## src/aoc_pkg.sv

```systemverilog
/*
  Shared constants and types for the converter output coding block.
  Assumes the sample difference arrives as a signed word in LSB units.
*/
package aoc_pkg;

    // Output word and sample widths
    localparam int AOC_CODE_W = 12;
    localparam int AOC_DIFF_W = 14;

    // Input span edges, in LSB units of the difference word
    localparam logic signed [AOC_DIFF_W-1:0] AOC_POS_FULL = 14'sh0800;
    localparam logic signed [AOC_DIFF_W-1:0] AOC_NEG_FULL = 14'sh3800;
    localparam logic signed [AOC_DIFF_W-1:0] AOC_POS_LAST = 14'sh07ff;
    localparam logic signed [AOC_DIFF_W-1:0] AOC_ZERO_IN  = 14'sh0000;

    // Output codes
    localparam logic [AOC_CODE_W-1:0] AOC_BIN_ZERO = 12'h000;
    localparam logic [AOC_CODE_W-1:0] AOC_BIN_MID  = 12'h800;
    localparam logic [AOC_CODE_W-1:0] AOC_BIN_FULL = 12'hfff;
    localparam logic [AOC_CODE_W-1:0] AOC_TWO_LOW  = 12'h800;
    localparam logic [AOC_CODE_W-1:0] AOC_TWO_HIGH = 12'h7ff;
    localparam logic [AOC_CODE_W-1:0] AOC_MSB_FLIP = 12'h800;

    // Pipeline and buffer sizes, in clock cycles and words, and checking counter width in bits
    localparam int AOC_PIPE_CYCLES = 7;
    localparam int AOC_FIFO_WORDS  = 4;
    localparam int AOC_CNT_W       = 8;

    // Values after reset
    localparam logic [AOC_CODE_W-1:0] AOC_RST_CODE = 12'h000;
    localparam logic                  AOC_RST_FLAG = 1'b0;
    localparam logic                  AOC_RST_OE   = 1'b0;

    typedef enum logic
    {
        AOC_FMT_BIN  = 1'b0,
        AOC_FMT_TWOS = 1'b1
    } aoc_fmt_e;

    typedef enum logic
    {
        AOC_OUT_IDLE = 1'b0,
        AOC_OUT_HOLD = 1'b1
    } aoc_out_e;

    typedef struct packed
    {
        logic                  flag;
        logic [AOC_CODE_W-1:0] code;
    } aoc_word_s;

endpackage

```

## src/aoc_fifo.sv

```systemverilog
/*
  Small synchronous FIFO with valid/ready on both sides.
  Assumes one clock and a synchronous active-low reset.
*/
`timescale 1ns/1ps
module aoc_fifo
#(
    parameter int WIDTH = 13,
    parameter int DEPTH = 4
)
(
    input  wire logic             core_clk,
    input  wire logic             rstn,
    input  wire logic             inValid,
    output logic                  inReady,
    input  wire logic [WIDTH-1:0] inData,
    output logic                  outValid,
    input  wire logic             outReady,
    output logic      [WIDTH-1:0] outData
);
    localparam int AW = (DEPTH > 1) ? $clog2(DEPTH) : 1;
    localparam int CW = $clog2(DEPTH + 1);

    logic [WIDTH-1:0] mem [DEPTH];
    logic [AW-1:0]    wrPtr;
    logic [AW-1:0]    rdPtr;
    logic [CW-1:0]    count;
    logic             push;
    logic             pop;

    assign inReady  = (count != CW'(DEPTH));
    assign outValid = (count != '0);
    assign push     = inValid && inReady;
    assign pop      = outValid && outReady;
    assign outData  = mem[rdPtr];

    always_ff @(posedge core_clk)
    begin
        if (push)
        begin
            mem[wrPtr] <= inData;
        end
    end

    always_ff @(posedge core_clk)
    begin
        if (!rstn)
        begin
            wrPtr <= '0;
            rdPtr <= '0;
        end
        else
        begin
            if (push)
            begin
                wrPtr <= (wrPtr == AW'(DEPTH - 1)) ? '0 : wrPtr + 1'b1;
            end
            if (pop)
            begin
                rdPtr <= (rdPtr == AW'(DEPTH - 1)) ? '0 : rdPtr + 1'b1;
            end
        end
    end

    always_ff @(posedge core_clk)
    begin
        if (!rstn)
        begin
            count <= '0;
        end
        else if (push && !pop)
        begin
            count <= count + 1'b1;
        end
        else if (pop && !push)
        begin
            count <= count - 1'b1;
        end
    end

endmodule // aoc_fifo

```

## src/aoc_coder.sv

```systemverilog
/*
  Maps one signed sample difference to a clamped output code and flag.
  Assumes the format input is already a steady, registered level.
*/
`timescale 1ns/1ps
module aoc_coder
    import aoc_pkg::*;
(
    input  wire logic signed [AOC_DIFF_W-1:0] sampleDiff,
    input  wire aoc_fmt_e                     format,
    output aoc_word_s                         word
);
    logic signed [AOC_DIFF_W-1:0] offset;
    logic        [AOC_CODE_W-1:0] binCode;
    logic                         under;
    logic                         over;

    assign under  = (sampleDiff < AOC_NEG_FULL);
    assign over   = (sampleDiff >= AOC_POS_FULL);
    assign offset = sampleDiff + AOC_POS_FULL;

    always_comb
    begin
        if (under)
        begin
            binCode = AOC_BIN_ZERO; // RQ1
        end
        else if (over)
        begin
            binCode = AOC_BIN_FULL; // RQ1
        end
        else
        begin
            binCode = offset[AOC_CODE_W-1:0]; // RQ1
        end
    end

    always_comb
    begin
        word.flag = under || over; // RQ4
        if (format == AOC_FMT_TWOS)
        begin
            word.code = binCode ^ AOC_MSB_FLIP; // RQ2
        end
        else
        begin
            word.code = binCode;
        end
    end

endmodule // aoc_coder

```

## src/aoc_top.sv

```systemverilog
/*
  Output side of a pipelined 12-bit converter: coding, range flag,
  fixed-latency pipeline, 4-word buffer and a three-state data port.
  Assumes samples and pins are synchronous to core_clk.
*/
`timescale 1ns/1ps
// Overview of operation
// [RQ1] Binary: clamp low zeros, mid top, ones
// [RQ2] Twos complement: top bit flipped binary code
// [RQ3] Flag travels with its own data word
// [RQ4] Flag high only outside input span
// [RQ5] Flag holds until in-range word output
// [RQ6] Capture decodes range from flag, top bit
// [RQ7] Enable low drives data, high releases
// [RQ8] Enable only for slow, occasional switching
// [RQ9] Strapped select chooses binary or twos
// [RQ10] Samples taken on clock rising edge
// [RQ11] One word per cycle, fixed latency
module aoc_top
    import aoc_pkg::*;
#(
    parameter int PIPE_DEPTH = AOC_PIPE_CYCLES,
    parameter int FIFO_DEPTH = AOC_FIFO_WORDS
)
(
    input  wire logic                         core_clk,
    input  wire logic                         rstn,
    input  wire logic                         coding_format_select,
    input  wire logic                         output_drive_enable_n,
    input  wire logic                         sampleValid,
    output logic                              sampleReady,
    input  wire logic signed [AOC_DIFF_W-1:0] sampleDiff,
    output logic             [AOC_CODE_W-1:0] dataOut,
    output logic                              dataOe,
    output logic                              range_exceeded_flag,
    output logic                              outValid,
    input  wire logic                         captureReady
);
    localparam int WORD_W = $bits(aoc_word_s);

    aoc_fmt_e  formatSel;
    aoc_word_s coded;
    aoc_word_s pipeWord  [PIPE_DEPTH+1];
    logic      pipeValid [PIPE_DEPTH+1];
    logic      advance;
    logic      fifoOutValid;
    logic      popReady;
    aoc_word_s fifoHead;
    aoc_out_e  outState;
    aoc_out_e  next_outState;

    // Strap is caught while reset is held and frozen afterwards
    always_ff @(posedge core_clk)
    begin
        if (!rstn)
        begin
            formatSel <= aoc_fmt_e'(coding_format_select); // RQ9
        end
    end

    aoc_coder u_coder
    (
        .sampleDiff (sampleDiff),
        .format     (formatSel),
        .word       (coded)
    );

    assign pipeWord[0]  = coded;
    assign pipeValid[0] = sampleValid;
    assign sampleReady  = advance;

    // Whole pipe moves as one, so latency is fixed in moving cycles
    for (genvar i = 0; i < PIPE_DEPTH; i++)
    begin : g_pipe
        always_ff @(posedge core_clk) // RQ10
        begin
            if (!rstn)
            begin
                pipeValid[i+1] <= 1'b0;
                pipeWord[i+1]  <= '0;
            end
            else if (advance)
            begin
                pipeValid[i+1] <= pipeValid[i];
                pipeWord[i+1]  <= pipeWord[i]; // RQ3
            end
        end
    end

    aoc_fifo
    #(
        .WIDTH (WORD_W),
        .DEPTH (FIFO_DEPTH)
    )
    u_fifo
    (
        .core_clk (core_clk),
        .rstn     (rstn),
        .inValid  (pipeValid[PIPE_DEPTH]),
        .inReady  (advance),
        .inData   (pipeWord[PIPE_DEPTH]),
        .outValid (fifoOutValid),
        .outReady (popReady),
        .outData  (fifoHead)
    );

    // Output holding register
    assign popReady = (outState == AOC_OUT_IDLE) || captureReady;
    assign outValid = (outState == AOC_OUT_HOLD);

    always_comb
    begin
        next_outState = outState;
        case (outState)
            AOC_OUT_IDLE:
            begin
                if (fifoOutValid)
                begin
                    next_outState = AOC_OUT_HOLD;
                end
            end
            AOC_OUT_HOLD:
            begin
                if (captureReady && !fifoOutValid)
                begin
                    next_outState = AOC_OUT_IDLE;
                end
            end
            default:
            begin
                next_outState = AOC_OUT_IDLE;
            end
        endcase
    end

    always_ff @(posedge core_clk)
    begin
        if (!rstn)
        begin
            outState <= AOC_OUT_IDLE;
        end
        else
        begin
            outState <= next_outState; // RQ11
        end
    end

    // Word and flag load together and only on a new word
    always_ff @(posedge core_clk)
    begin
        if (!rstn)
        begin
            dataOut             <= AOC_RST_CODE;
            range_exceeded_flag <= AOC_RST_FLAG;
        end
        else if (popReady && fifoOutValid)
        begin
            dataOut             <= fifoHead.code; // RQ3
            range_exceeded_flag <= fifoHead.flag; // RQ5
        end
    end

    always_ff @(posedge core_clk)
    begin
        if (!rstn)
        begin
            dataOe <= AOC_RST_OE;
        end
        else
        begin
            dataOe <= !output_drive_enable_n; // RQ7
        end
    end

    // Checking helpers
    logic [AOC_CNT_W-1:0] advCount;
    logic                 loadOut;

    assign loadOut = popReady && fifoOutValid;

    always_ff @(posedge core_clk)
    begin
        if (!rstn || !advance)
        begin
            advCount <= '0;
        end
        else if (advCount < AOC_CNT_W'(PIPE_DEPTH))
        begin
            advCount <= advCount + 1'b1;
        end
    end

    // Words accepted but not yet taken by the capture side
    logic [AOC_CNT_W-1:0] inFlight;
    logic                 takeIn;
    logic                 takeOut;

    assign takeIn  = sampleValid && advance;
    assign takeOut = outValid && captureReady;

    always_ff @(posedge core_clk)
    begin
        if (!rstn)
        begin
            inFlight <= '0;
        end
        else if (takeIn && !takeOut)
        begin
            inFlight <= inFlight + 1'b1;
        end
        else if (takeOut && !takeIn)
        begin
            inFlight <= inFlight - 1'b1;
        end
    end
endmodule // aoc_top

```

## config.mk

```make
export PLATFORM = sky130hd
export DESIGN_NAME = aoc_top
export DESIGN_NICKNAME = d
export VERILOG_FILES = /design/src/aoc_pkg.sv /design/src/aoc_fifo.sv /design/src/aoc_coder.sv /design/src/aoc_top.sv
export SDC_FILE = /design/constraint.sdc
export NUM_CORES = 1
export LEC_CHECK = 0
export CORE_MARGIN = 1.5
export CORE_UTILIZATION = 45
export CTS_CLUSTER_DIAMETER = 40
export CTS_CLUSTER_SIZE = 40
export DETAILED_ROUTE_END_ITERATION = 6
export DONT_BUFFER_PORTS = 1
export GPL_TIMING_DRIVEN = 0
export HOLD_SLACK_MARGIN = 0.12
export SLEW_MARGIN = 10
export SYNTH_ARGS = -nofsm -noshare
export SYNTH_HDL_FRONTEND = slang
export SYNTH_SLANG_ARGS = --single-unit
```

## constraint.sdc

```tcl
create_clock -name core_clk -period 3.2 [get_ports core_clk]
set_input_delay 0.64 -clock core_clk [delete_from_list [all_inputs] [get_ports core_clk]]
set_output_delay 0.64 -clock core_clk [all_outputs]
set_load 0.1 [all_outputs]
```

==> impl_metrics.py <==
metrics = {
    "yosys": {
        "synth-compound-area-share_pct": 12.6,
        "yosysMostFrequentCell": "nand2_1",
        "yosys.area_share.simple_pct": 13.0,
        "synthCells": 595,
        "syn_nets": 622,
        "synthMuxAreaShare_pct": 4.81,
        "synth_top_family_by_area": "simple AND/OR/NAND/NOR gates",
        "ys_ff_latch": 173,
        "yosysTopAreaCellShare_pct": 38.2,
        "synthDistinctLibCells": 33,
        "synthXorXnorAreaFrac_pct": 0.418,
        "syn_area_sq_mm": 0.00629,
        "synthArstFlopShare_pct": 0,
        "synth_edf_count": 53,
        "synth-adder-area-share_pct": 1.51,
        "yosysWarnings": 0,
        "synthTopCellsByArea": "dfxtp_1 (38%), edfxtp_1 (25%), nand2_1 (11%)",
        "syn_area_per_cell_sq_um": 10.6,
        "yosys.area.top_type": "dfxtp_1",
        "yosys-top-cells-count": "nand2_1 (184), dfxtp_1 (120), a21oi_1 (104), edfxtp_1 (53), buf_2 (19)",
        "yosysSeqAreaShare_pct": 63.5,
        "synth_ff_type": "dfxtp_1",
    },
    "pwr": {
        "switchingPower_mw": 2.18,
        "power_density_mw_per_mm2": 862,
        "leakagePower_nw": 2.47,
        "p_clk_share_pct": 30.5,
        "p_comb_share_pct": 18.1,
        "internal_power_mw": 3.90,
        "swShare_pct": 35.8,
        "power_frac_seq_pct": 51.4,
        "peakVddDrop_mv": 0.394,
    },
    "final_layout": {
        "layout.nets": 641,
        "finalInstanceArea_sq_mm": 0.00705,
        "synthToLayoutAreaGrowth_pct": 12.1,
        "antenna_cells": 0,
        "final_util_pct": 51.2,
        "final_layout_size_suffix_gt1_share_pct": 11.3,
    },
    "timing": {
        "final_hold_viol_count": 0,
        "fin_skew_ns": 0.00882,
        "rsz0062_at_grt": "false",
        "setup_viol": 0,
        "worstMarginPinSlew_ns": 0.994,
        "tns_ns": 0,
        "fin_crit_sh_pct": 88.9,
        "max_freq_ghz": 0.352,
        "period_needed_ns": 2.84,
        "max-slew-margin-rel_pct": 33.6,
        "slew_viol_final": 0,
    },
    "routing": {
        "drc": 0,
        "vias": 4122,
        "firstDrtPassIters": 4,
        "vias_per_cell": 5.11,
        "postRouteWirelength_um": 11600,
        "drtIter0Drc": 247,
        "post_drt_wl_per_cell_um": 14.4,
        "postRouteAntennaNets": 0,
    },
    "cts": {
        "cts-root-buf": "clkbuf_16",
        "insertion_delay_ns": 0.42,
        "cts_buffers": 17,
        "clkSinkCount": 173,
        "cts_tree": "built",
        "cts_hold_buf": 0,
        "post-cts-setup-buffers": 0,
        "cts_max_path_buffers": 2,
        "cts.clk_slew.worst_paths_ns": 0.06,
        "post_cts_resized": 0,
        "h-tree-depth": 4,
    },
    "setup_path": {
        "crit_arrival_ns": 3.19,
        "worstSetupPathType": "reg -> reg",
        "worstPathMaxFanout": 4,
        "start_kind": "flop",
        "crit_path_end_kind": "flop",
        "crit_required_ns": 3.55,
        "rrSetupSlack_ns": 0.36,
    },
    "placed_design": {
        "gp_congestion": 0.800,
        "io_buffer_count": 0,
        "dp.final_hpwl_um": 8130,
        "place_area_sq_mm": 0.00652,
    },
    "flow_run": {
        "timing.max_cap.violations": 0,
    },
    "die": {
        "die_area_sq_mm": 0.0147,
        "chipWidth_um": 121,
        "die_h_um": 121,
        "coreArea_sq_mm": 0.0138,
        "rows": 43,
        "io_pins": 36,
        "floorplan.initialDensity_pct": 45.7,
    },
    "grt": {
        "grt_pass1_wl_um": 19300,
        "grt_max_degree": 17,
        "grt_pass1_vias": 4089,
        "grt-ovfl-total": 0,
        "antenna_found_initial": 0,
        "grt_usage_pct": 17.5,
    },
    "worst_hold_path": {
        "min_path_type": "in -> reg",
    },
    "status": {
        "outcome": "finished, final reports clean",
    },
}
==> critical path: stages (launching register included) <==
cell      delay, ns
dfxtp_1        0.98
nand2b_1       0.36
nand2_1        0.18
ha_1           0.20
inv_1          0.06
fa_1           0.38
xor2_1         0.16
or3_1          0.30
a21oi_1        0.15
==> final timing paths <==
| kind | from | end | depth (start not counted) |
|---|---|---|---|
| hold reg to reg | pipeWord[44] | pipeWord[44] | 2 |
| setup / recovery | outValid | u_fifo.count[2] | 8 |
| hold / removal | output_drive_enable_n | dataOe | 1 |
| setup reg to reg | outValid | u_fifo.count[2] | 8 |
==> power groups by stage <==
| stage | logic, mW | registers (mW) | clock network, mW |
|---|---|---|---|
| 6_report | 1.10 | 3.12 | 1.86 |
| 5_1_grt | 1.23 | 3.15 | 1.99 |
| 4_1_cts | 1.12 | 3.12 | 1.90 |
| 3_5_place_dp | 1.11 | 3.17 | 0 |
| 3_3_place_gp | 1.08 | 3.16 | 0 |
| 2_1_floorplan | 0.877 | 3.13 | 0 |
==> cells in the final DEF (no fill, tap or decap), types with 3 or more instances in the layout <==
cell type / netlist / routed
clkbuf_1: 15 / 16
ha_1: 6 / 6
a21oi_1: 104 / 104
edfxtp_1: 53 / 53
clkbuf_16: 0 / 17
o21ai_0: 6 / 6
buf_2: 19 / 19
a211o_1: 11 / 11
a22o_1: 13 / 13
dfxtp_1: 120 / 120
inv_6: 0 / 4
inv_1: 15 / 15
and3_1: 4 / 4
nand2_1: 184 / 184
mux4_2: 13 / 13
nor2_1: 5 / 5
clkinvlp_4: 0 / 3
==> through the flow <==
step | setup WS [ns] | std cells | hold WS [ns] | power (mW)
after floorplan | 0.642 | 595 | 0.432 | 4.01
after global placement | 0.473 | 775 | 0.439 | 4.24
after detailed placement | 0.380 | 775 | 0.444 | 4.28
after CTS | 0.360 | 807 | 0.261 | 6.15
after global routing | 0.230 | 807 | 0.263 | 6.37
final | 0.356 | 807 | 0.287 | 6.08
==> state kept, by name (all words and copies together) (netlist names) <==
name and count:
dataOut 12, u_fifo.wrPtr 2, range_exceeded_flag 1, u_fifo.rdPtr 2
dataOe 1, outValid 1, formatSel 1, pipeValid 7
u_fifo.count 3, pipeWord 91, u_fifo.mem 52
==> final cells by class <==
type                            count  area [sq um]
Fill cell                        1289          6720
Sequential cell                   173          3990
Multi-Input combinational cell    365          2030
Clock buffer                       20           447
Tap cell                          180           225
Buffer                             40           198
Clock inverter                     12          88.8
Inverter                           17          63.8
==> routing by layer <==
metal  up-vias  part of all wire [%]  track usage, %
met5         -                     0               0
met4         0                   1.6            7.43
met3        14                   3.6            5.69
met2        60                    51            29.5
met1      1968                    44            20.4
li1       2080                     -               -
==> kinds of logic (layout without fill, tap and decap cells) <==
family	Yosys count	after routing
buf+inv	57	89
xor+xnor	3	3
mux	14	14
flops	173	173
fa+ha+maj	7	7
simple gates	204	204
compound gates	137	137
No activity file was read; power rests on OpenSTA's default activity.
